--- src/slot_regs.svh ---
// Constants for the dual-slot hot-plug fault and enable control block.
// Assumes a 100 MHz pclk.
`ifndef SLOT_REGS_SVH
`define SLOT_REGS_SVH
`define CLK_PERIOD_NS 10
`define MAIN_LOW_MIN_NS 200
`define STBY_LOW_MIN_NS 500
`define DEBOUNCE_MS 10
`define DELAYED_GOOD_MS 164
`define MAIN_LOW_CYCLES ((`MAIN_LOW_MIN_NS + `CLK_PERIOD_NS - 1) / `CLK_PERIOD_NS)
`define STBY_LOW_CYCLES ((`STBY_LOW_MIN_NS + `CLK_PERIOD_NS - 1) / `CLK_PERIOD_NS)
`define DEBOUNCE_CYCLES (`DEBOUNCE_MS * 1000000 / `CLK_PERIOD_NS)
`define DELAYED_GOOD_CYCLES (`DELAYED_GOOD_MS * 1000000 / `CLK_PERIOD_NS)
`define REG_CONTROL 12'h000
`define REG_STATUS 12'h004
`define REG_CONTROL_RESET 32'h00000000
`endif

--- src/slot_pkg.sv ---
// Types shared by the hot-plug slot block.
// Assumes nothing of its surroundings.
package slot_pkg;
  typedef enum logic [2:0] {
    good_off = 3'b001,
    good_wait = 3'b010,
    good_done = 3'b100
  } good_state_t;
  typedef logic [1:0] slot_vec_t;
endpackage : slot_pkg

--- src/card_debounce.sv ---
// Debounces a synchronised card-present level.
// Input already passed a two-flop synchroniser.
`timescale 1ns/1ps
`default_nettype none
module card_debounce #(
  parameter int CYCLES = 1000000
) (
  input wire logic pclk,
  input wire logic presetn,
  input wire logic raw_present,
  output logic present
);
  logic [23:0] count_reg;
  logic [23:0] count_next;
  logic present_reg;
  logic present_next;
  localparam logic [23:0] LIMIT = 24'(CYCLES);

  always_comb begin
    count_next = 24'h000000;
    present_next = present_reg;
    if (!raw_present) begin
      present_next = 1'b0;
    end else if (!present_reg) begin
      count_next = count_reg + 24'h000001;
      if (count_reg >= LIMIT) begin
        present_next = 1'b1;
      end
    end
  end

  always_ff @(posedge pclk or negedge presetn) begin
    if (!presetn) begin
      count_reg <= 24'h000000;
      present_reg <= 1'b0;
    end else begin
      count_reg <= count_next;
      present_reg <= present_next;
    end
  end

  assign present = present_reg;
endmodule : card_debounce
`default_nettype wire

--- src/enable_low_filter.sv ---
// Qualifies a falling edge of an enable whose low time reached a minimum.
// Input is already synchronised to pclk.
`timescale 1ns/1ps
`default_nettype none
module enable_low_filter #(
  parameter int MIN_CYCLES = 20
) (
  input wire logic pclk,
  input wire logic presetn,
  input wire logic level,
  output logic clear_pulse
);
  logic [15:0] count_reg;
  logic [15:0] count_next;
  logic armed_reg;
  logic armed_next;
  localparam logic [15:0] MIN_C = 16'(MIN_CYCLES);

  always_comb begin
    count_next = count_reg;
    armed_next = armed_reg;
    clear_pulse = 1'b0;
    if (level) begin
      count_next = 16'h0000;
      armed_next = 1'b0;
    end else if (count_reg < MIN_C - 16'h0001) begin
      // Fires in the last cycle of the minimum low, so an exact-minimum pulse counts
      count_next = count_reg + 16'h0001;
    end else if (!armed_reg) begin
      // One clear per low pulse, once long enough
      clear_pulse = 1'b1;
      armed_next = 1'b1;
    end
  end

  always_ff @(posedge pclk or negedge presetn) begin
    if (!presetn) begin
      count_reg <= 16'h0000;
      armed_reg <= 1'b1;
    end else begin
      count_reg <= count_next;
      armed_reg <= armed_next;
    end
  end
endmodule : enable_low_filter
`default_nettype wire

--- src/hotplug_slot_fault_control.sv ---
// Two-slot hot-plug fault latching, gate enabling and power-good sequencing.
// Pins arrive asynchronously and are synchronised; APB slave on pclk.
`timescale 1ns/1ps
`default_nettype none
`include "slot_regs.svh"
module hotplug_slot_fault_control #(
  parameter int DEBOUNCE_CYCLES = `DEBOUNCE_CYCLES,
  parameter int DELAYED_GOOD_CYCLES = `DELAYED_GOOD_CYCLES
) (
  input wire logic pclk,
  input wire logic presetn,
  input wire logic psel,
  input wire logic penable,
  input wire logic pwrite,
  input wire logic [11:0] paddr,
  input wire logic [31:0] pwdata,
  output logic [31:0] prdata,
  output logic pready,
  output logic pslverr,
  input wire slot_pkg::slot_vec_t main_rail_enable,
  input wire slot_pkg::slot_vec_t standby_rail_enable,
  input wire slot_pkg::slot_vec_t card_present_n,
  input wire slot_pkg::slot_vec_t force_on_n,
  input wire slot_pkg::slot_vec_t main_overcurrent,
  input wire slot_pkg::slot_vec_t main_undervoltage,
  input wire slot_pkg::slot_vec_t standby_overcurrent,
  input wire slot_pkg::slot_vec_t standby_overtemp,
  input wire slot_pkg::slot_vec_t standby_supply_ok,
  input wire slot_pkg::slot_vec_t rails_above_good,
  output slot_pkg::slot_vec_t main_gate_on,
  output slot_pkg::slot_vec_t standby_gate_on,
  output slot_pkg::slot_vec_t main_breaker_rearm,
  output slot_pkg::slot_vec_t standby_breaker_rearm,
  output slot_pkg::slot_vec_t main_fault_n_oe,
  output slot_pkg::slot_vec_t standby_fault_n_oe,
  output slot_pkg::slot_vec_t slot_power_good_n_oe,
  output slot_pkg::slot_vec_t delayed_slot_good_n_oe,
  output logic interrupt_n_oe,
  output logic system_power_ok_oe
);
  import slot_pkg::*;

  // Open-drain pins drive low only; output value is always zero
  localparam int SYNC_W = 20;
  // Active-low pins reset to their idle high level: no override and no
  // phantom card in the cycles before the synchroniser has filled
  localparam logic [SYNC_W-1:0] SYNC_IDLE = 20'h0f000;
  logic [SYNC_W-1:0] pins_raw;
  logic [SYNC_W-1:0] sync1_reg;
  logic [SYNC_W-1:0] sync2_reg;
  slot_vec_t main_en, stby_en, present_raw, force_on, main_oc, main_uv;
  slot_vec_t stby_oc, stby_ot, stby_ok, rails_good;
  slot_vec_t card_n_sync;
  slot_vec_t force_n_sync;

  // Pins go straight into the first flop, with no logic ahead of it
  assign pins_raw = {main_rail_enable, standby_rail_enable, card_present_n, force_on_n,
    main_overcurrent, main_undervoltage, standby_overcurrent, standby_overtemp,
    standby_supply_ok, rails_above_good};

  always_ff @(posedge pclk or negedge presetn) begin
    if (!presetn) begin
      sync1_reg <= SYNC_IDLE;
      sync2_reg <= SYNC_IDLE;
    end else begin
      sync1_reg <= pins_raw;
      sync2_reg <= sync1_reg;
    end
  end

  assign {main_en, stby_en, card_n_sync, force_n_sync, main_oc, main_uv, stby_oc, stby_ot,
    stby_ok, rails_good} = sync2_reg;
  assign present_raw = ~card_n_sync;
  assign force_on = ~force_n_sync;

  // Software mask of the fault interrupt and a software disable per slot
  logic [31:0] control_reg;
  logic [31:0] control_next;
  slot_vec_t sw_slot_off;
  assign sw_slot_off = control_reg[1:0];

  slot_vec_t present, main_clear, stby_clear;
  slot_vec_t main_fault_reg, main_fault_next, stby_fault_reg, stby_fault_next;
  slot_vec_t main_oc_src_reg, main_oc_src_next, stby_oc_src_reg, stby_oc_src_next;
  slot_vec_t main_en_d_reg, stby_en_d_reg, main_fall, stby_fall;
  slot_vec_t rearm_main_reg, rearm_main_next, rearm_stby_reg, rearm_stby_next;
  slot_vec_t pg_reg, pg_next, dpg_reg, dpg_next;
  good_state_t gstate_reg [2];
  good_state_t gstate_next [2];
  logic [27:0] gcount_reg [2];
  logic [27:0] gcount_next [2];
  localparam logic [27:0] DLY_C = 28'(DELAYED_GOOD_CYCLES);

  // One copy of filters, latches and sequencing per slot
  generate
    for (genvar s = 0; s < 2; s++) begin : g_slot
      card_debounce #(.CYCLES(DEBOUNCE_CYCLES)) u_deb (
        .pclk(pclk),
        .presetn(presetn),
        .raw_present(present_raw[s]),
        .present(present[s])
      );
      enable_low_filter #(.MIN_CYCLES(`MAIN_LOW_CYCLES)) u_main_lo (
        .pclk(pclk),
        .presetn(presetn),
        .level(main_en[s]),
        .clear_pulse(main_clear[s])
      );
      enable_low_filter #(.MIN_CYCLES(`STBY_LOW_CYCLES)) u_stby_lo (
        .pclk(pclk),
        .presetn(presetn),
        .level(stby_en[s]),
        .clear_pulse(stby_clear[s])
      );

      always_comb begin
        main_fault_next[s] = main_fault_reg[s];
        main_oc_src_next[s] = main_oc_src_reg[s];
        stby_fault_next[s] = stby_fault_reg[s];
        stby_oc_src_next[s] = stby_oc_src_reg[s];
        rearm_main_next[s] = 1'b0;
        rearm_stby_next[s] = 1'b0;
        // Latched fault cleared by its own enable only; a new event wins
        if (main_clear[s] && main_fault_reg[s]) begin
          main_fault_next[s] = 1'b0;
          main_oc_src_next[s] = 1'b0;
          rearm_main_next[s] = main_oc_src_reg[s];
        end
        if (stby_clear[s] && stby_fault_reg[s]) begin
          stby_fault_next[s] = 1'b0;
          stby_oc_src_next[s] = 1'b0;
          rearm_stby_next[s] = stby_oc_src_reg[s];
        end
        if (!force_on[s]) begin
          if (main_oc[s] || main_uv[s]) begin
            main_fault_next[s] = 1'b1;
          end
          if (main_oc[s]) begin
            main_oc_src_next[s] = 1'b1;
          end
          if (stby_oc[s] || stby_ot[s]) begin
            stby_fault_next[s] = 1'b1;
          end
          if (stby_oc[s]) begin
            stby_oc_src_next[s] = 1'b1;
          end
        end

        // A fault raised again in its clear cycle keeps its breaker tripped
        if (main_fault_next[s]) begin
          rearm_main_next[s] = 1'b0;
        end
        if (stby_fault_next[s]) begin
          rearm_stby_next[s] = 1'b0;
        end
      end

      // Enable falls end delayed good at once, in the same cycle as good itself
      always_comb begin
        pg_next[s] = main_en[s] && stby_en[s] && rails_good[s] && present[s]
          && !main_fault_reg[s] && !stby_fault_reg[s];
        dpg_next[s] = 1'b0;
        gstate_next[s] = gstate_reg[s];
        gcount_next[s] = gcount_reg[s];
        case (gstate_reg[s])
          good_off: begin
            gcount_next[s] = 28'h0000000;
            if (pg_reg[s]) begin
              gstate_next[s] = good_wait;
            end
          end
          good_wait: begin
            gcount_next[s] = gcount_reg[s] + 28'h0000001;
            if (!pg_reg[s] || main_fall[s] || stby_fall[s]) begin
              gstate_next[s] = good_off;
            end else if (gcount_reg[s] >= DLY_C - 28'h0000002) begin
              gstate_next[s] = good_done;
              dpg_next[s] = 1'b1;
            end
          end
          good_done: begin
            dpg_next[s] = 1'b1;
            if (!pg_reg[s] || main_fall[s] || stby_fall[s]) begin
              gstate_next[s] = good_off;
              dpg_next[s] = 1'b0;
            end
          end
          default: begin
            gstate_next[s] = good_off;
            gcount_next[s] = 28'h0000000;
          end
        endcase
      end

      always_ff @(posedge pclk or negedge presetn) begin
        if (!presetn) begin
          gstate_reg[s] <= good_off;
          gcount_reg[s] <= 28'h0000000;
        end else begin
          gstate_reg[s] <= gstate_next[s];
          gcount_reg[s] <= gcount_next[s];
        end
      end

      // Gate enables: override wins, standby undervoltage lockout never defeated
      assign main_gate_on[s] = force_on[s] ||
        (main_en[s] && present[s] && !main_fault_reg[s] && !sw_slot_off[s]);
      assign standby_gate_on[s] = stby_ok[s] && (force_on[s] ||
        (stby_en[s] && present[s] && !stby_fault_reg[s] && !sw_slot_off[s]));

      // Override releases the fault pins and pulls both good pins low
      assign main_fault_n_oe[s] = main_fault_reg[s] && !force_on[s];
      assign standby_fault_n_oe[s] = stby_fault_reg[s] && !force_on[s];
      assign slot_power_good_n_oe[s] = pg_reg[s] || force_on[s];
      assign delayed_slot_good_n_oe[s] = dpg_reg[s] || force_on[s];
    end
  endgenerate

  // Edges taken from synchronised levels, never from the pins
  assign main_fall = main_en_d_reg & ~main_en;
  assign stby_fall = stby_en_d_reg & ~stby_en;

  // Fault latches, re-arm pulses and power-good state
  always_ff @(posedge pclk or negedge presetn) begin
    if (!presetn) begin
      main_fault_reg <= 2'h0;
      stby_fault_reg <= 2'h0;
      main_oc_src_reg <= 2'h0;
      stby_oc_src_reg <= 2'h0;
      rearm_main_reg <= 2'h0;
      rearm_stby_reg <= 2'h0;
      main_en_d_reg <= 2'h0;
      stby_en_d_reg <= 2'h0;
      pg_reg <= 2'h0;
      dpg_reg <= 2'h0;
    end else begin
      main_fault_reg <= main_fault_next;
      stby_fault_reg <= stby_fault_next;
      main_oc_src_reg <= main_oc_src_next;
      stby_oc_src_reg <= stby_oc_src_next;
      rearm_main_reg <= rearm_main_next;
      rearm_stby_reg <= rearm_stby_next;
      main_en_d_reg <= main_en;
      stby_en_d_reg <= stby_en;
      pg_reg <= pg_next;
      dpg_reg <= dpg_next;
    end
  end

  assign main_breaker_rearm = rearm_main_reg;
  assign standby_breaker_rearm = rearm_stby_reg;

  // Interrupt released while either slot is in override
  logic int_mask;
  assign int_mask = control_reg[2];
  assign interrupt_n_oe = |(main_fault_reg | stby_fault_reg) && !(|force_on)
    && !int_mask;

  // System good pulled low while any wanted rail is not yet good and neither slot is in override
  assign system_power_ok_oe = !(|force_on)
    && |(present & (main_en | stby_en) & ~rails_good);

  // APB slave, zero wait states; read data captured in the setup
  // cycle so it stands through the whole access phase
  logic [31:0] prdata_reg;
  logic [31:0] prdata_next;
  logic [31:0] status_word;
  logic access;
  logic known;
  assign access = psel && penable;
  assign known = (paddr == `REG_CONTROL) || (paddr == `REG_STATUS);
  // Live snapshot; the source bits tell which latches re-arm on clear
  assign status_word = {16'h0000, dpg_reg, pg_reg, force_on, present, stby_fault_reg,
    main_fault_reg, stby_oc_src_reg, main_oc_src_reg};

  always_comb begin
    control_next = control_reg;
    prdata_next = prdata_reg;
    if (psel && !penable && !pwrite) begin
      case (paddr)
        `REG_CONTROL: prdata_next = control_reg;
        `REG_STATUS: prdata_next = status_word;
        default: prdata_next = 32'h00000000;
      endcase
    end
    if (access && pwrite && paddr == `REG_CONTROL) begin
      control_next = {29'h0000000, pwdata[2:0]};
    end
  end

  always_ff @(posedge pclk or negedge presetn) begin
    if (!presetn) begin
      control_reg <= `REG_CONTROL_RESET;
      prdata_reg <= 32'h00000000;
    end else begin
      control_reg <= control_next;
      prdata_reg <= prdata_next;
    end
  end

  assign prdata = prdata_reg;
  assign pready = 1'b1;
  // Unmapped offsets refused in the access phase only
  assign pslverr = access && !known;
endmodule : hotplug_slot_fault_control
`default_nettype wire

--- config.mk ---
export PLATFORM = sky130hd
export DESIGN_NAME = hotplug_slot_fault_control
export DESIGN_NICKNAME = d
export VERILOG_FILES = /design/src/slot_pkg.sv /design/src/card_debounce.sv /design/src/enable_low_filter.sv /design/src/hotplug_slot_fault_control.sv
export VERILOG_INCLUDE_DIRS = /design/src
export SDC_FILE = /design/constraint.sdc
export NUM_CORES = 1
export LEC_CHECK = 0
export ABC_CLOCK_PERIOD_IN_PS = 3190
export BUFFER_PORTS_ARGS = -buffer_cell sky130_fd_sc_hd__buf_2
export CAP_MARGIN = 20
export CORE_UTILIZATION = 63
export CTS_CLUSTER_SIZE = 24
export DETAILED_ROUTE_END_ITERATION = 7
export GPL_ROUTABILITY_DRIVEN = 0
export HOLD_SLACK_MARGIN = 0.12
export PLACE_DENSITY = 0.85
export REMOVE_ABC_BUFFERS = 1
export SETUP_SLACK_MARGIN = 0.1
export SYNTH_ARGS = -nofsm -noshare
export SYNTH_HDL_FRONTEND = slang
export SYNTH_SLANG_ARGS = --single-unit
--- constraint.sdc ---
create_clock -name pclk -period 3.19 [get_ports pclk]
set_input_delay 0.7975 -clock pclk [delete_from_list [all_inputs] [get_ports pclk]]
set_output_delay 0.7975 -clock pclk [all_outputs]
set_load 0.01 [all_outputs]
==> impl_metrics.tcl <==
set metrics [dict create \
    largest_register_ffs 56 \
    drc_errors 0 \
    area_growth_pct 12.5 \
    fin_nets 1251 \
    p_per_area_nw_per_um2 523 \
    synthArstFlopShare_pct 100 \
    grt_max_degree 88 \
    crit_arrival_ns 1.93 \
    synth.avg_cell_area_um2 10.3 \
    die_w_um 137 \
    synth_cell_types 62 \
    cts_max_level 1 \
    wl_per_cell_um 17.8 \
    leakagePower_nw 5.76 \
    cts_resized 0 \
    cts.sinks 259 \
    rsz0062_at_grt "no" \
    cp_max_fo 12 \
    die_h_um 137 \
    finalPower_mw 6.74 \
    path_class "flop to primary output" \
    track_usage_pct 28.4 \
    dieArea_um2 18700 \
    final_cells 1413 \
    clock-root-buffer "clkbuf_16" \
    layout-drive-gt1-share_pct 14.0 \
    grt_overflow_total 0 \
    grt_pass1_vias 8645 \
    cts_hold_repair.buffers 0 \
    slew-limit-headroom_pct 35.5 \
    power.internal_mw 5.28 \
    post-route-util_pct 73.4 \
    dpl_cell_area_um2 12000 \
    pwr-share-comb_pct 3.2 \
    clockBufferDepth 3 \
    p_sw_share_pct 21.7 \
    tightest_slew_ns 0.968 \
    seq_area_um2 6500 \
    fin_ws_ns 0.458 \
    ys_seq_area_share_pct 56.8 \
    max_freq_mhz 366 \
    nFillCells 1194 \
    drv_slew 0 \
    cts_tree "done" \
    power_frac_seq_pct 50.1 \
    synth_compound_gate_area_share_pct 12.9 \
    outcome "completed" \
    synth_top_family_by_area "simple AND/OR/NAND/NOR gates" \
    hold_slack_ns 0.268 \
    clkTransAtPathRegs_ns 0.06 \
    place_hpwl_mm 15.9 \
    hold_viol 0 \
    worstPathRequired_ns 2.39 \
    post-route-cell-area_um2 12900 \
    fin_skew_ns 0.00601 \
    synthAdderAreaFrac_pct 1.53 \
    drv_cap 0 \
    port_buffers 74 \
    routed_via_density 6.17 \
    synthCells 1107 \
    cts_buffers 26 \
    first_pass_iters 5 \
    antennaDiodeCount 0 \
    place_ws_ns 0.750 \
    rows 48 \
    drt_iter0_drc 693 \
    crit_start "sync2_reg[13]" \
    route.vias.total 8719 \
    multi_input_area_um2 4520 \
    r2r_start "gcount_reg[32]" \
    irDropWorstVdd_v 0.000548 \
    num_io_pins 121 \
    synthSimpleGateAreaFrac_pct 20.0 \
    grt_pass1_wl_mm 41.8 \
    synth_area_um2 11400 \
    yosysWarnings 0 \
    drt_wl_total_mm 25.2 \
    cts_setup_buffers 0 \
    min_period_ns 2.73 \
    synth_ff_type "dfrtp_1" \
    clock_power_share_pct 46.6 \
    tns_ns 0 \
    antenna_left 0 \
    yosys.area_share.xor_xnor_pct 3.67 \
    coreArea_um2 17500 \
    end_kind "primary output" \
    synth_mux_area_share_pct 0.732 \
    setup_violations 0 \
    start_util_pct 65.3 \
    p_sw_mw 1.46 \
    clk_latency_ns 0.52 \
    antenna_found_initial 0 \
    synth_edf_count 0 \
    start_kind "flop" \
    hold_class "primary input to async pin" \
    place_inst 1365 \
    synth_seq_cells 259 \
    r2r_cells 5 \
    min_period_over_period_pct 85.7 \
]
## critical path, stage by stage (launching register included)
cell	delay, ns
dfstp_2	0.70
nand2_1	0.14
nor3_1	0.36
buf_2	0.22
## synth_stat cells, drive strengths merged (16+ instances only)
master	instances	area share [%]
o21ai	87	3.8
nand2	79	2.6
and3	17	0.93
nand3	40	1.7
a31oi	22	1.2
nor4	32	1.9
xor2	21	1.6
a21oi	43	1.9
xnor2	27	2.1
dfrtp	245	54
nor2b	44	2.4
nor2	87	2.9
or3	16	0.92
clkbuf	51	1.7
buf	20	1.2
nor3	24	1.1
a22o	16	1.2
nand4	37	2.0
inv	43	1.4
## layout make-up
cell class / instances / share of cell area (%)
clock buffer: 36 / 6.05
timing repair buffer: 89 / 4.02
sequential: 259 / 50.5
clock inverter: 12 / 0.943
inverter: 43 / 1.25
multi-input combinational: 749 / 35.1
tap: 225 / 2.19
## layer usage
metal  part of all wire [%]  wire, µm  GRT usage [%]
met5                      0         0              0
met4                    3.1       773           10.9
met3                    5.8      1470           4.48
met2                     50     12500           47.7
met1                     41     10400           37.1
## layout by cell type (no fill, tap or decap), drive strengths merged, types with 5 or more instances in the layout
cell / count
a21oi: 43
a22o: 16
a31oi: 22
a41oi: 12
and2: 8
and3: 17
and4: 14
buf: 89
clkbuf: 36
clkinv: 7
conb: 17
dfrtp: 245
dfstp: 14
ha: 14
inv: 43
mux2i: 5
nand2: 79
nand2b: 9
nand3: 40
nand4: 37
nor2: 87
nor2b: 44
nor3: 24
nor3b: 6
nor4: 32
o211ai: 5
o21ai: 87
o31ai: 13
o41ai: 6
or2: 9
or3: 16
or4: 5
xnor2: 27
xor2: 21
## worst paths after layout
| path | endpoint | slack, ns |
|---|---|---|
| min in group pclk | sync2_reg[8] | 0.35 |
| max in group asynchronous | g_slot[1].u_main_lo.armed_reg | 2.11 |
| worst max-delay path | interrupt_n_oe | 0.46 |
| worst min register to register | sync2_reg[8] | 0.35 |
| worst min-delay path | prdata[15] | 0.27 |
| worst max register to register | gcount_reg[55] | 0.91 |
## cells by family after synthesis
| family | count (synthesis) |
|---|---|
| DFF | 259 |
| buffers and inverters | 114 |
| other | 2 |
| AOI/OAI and AO/OA | 231 |
| xor gates and xnor gates | 48 |
| adders and majority gates | 14 |
| muxes | 8 |
| and+or+nand+nor | 431 |
## power by group through the flow
stage	Sequential, mW	Clock, mW	Combinational [mW]
6_report	3.38	3.14	0.219
5_1_grt	3.38	3.30	0.252
4_1_cts	3.38	3.18	0.225
3_5_place_dp	3.44	0	0.220
3_3_place_gp	3.43	0	0.214
2_1_floorplan	3.43	0	0.0778
Note: power is estimated with default switching activity, not from simulation.
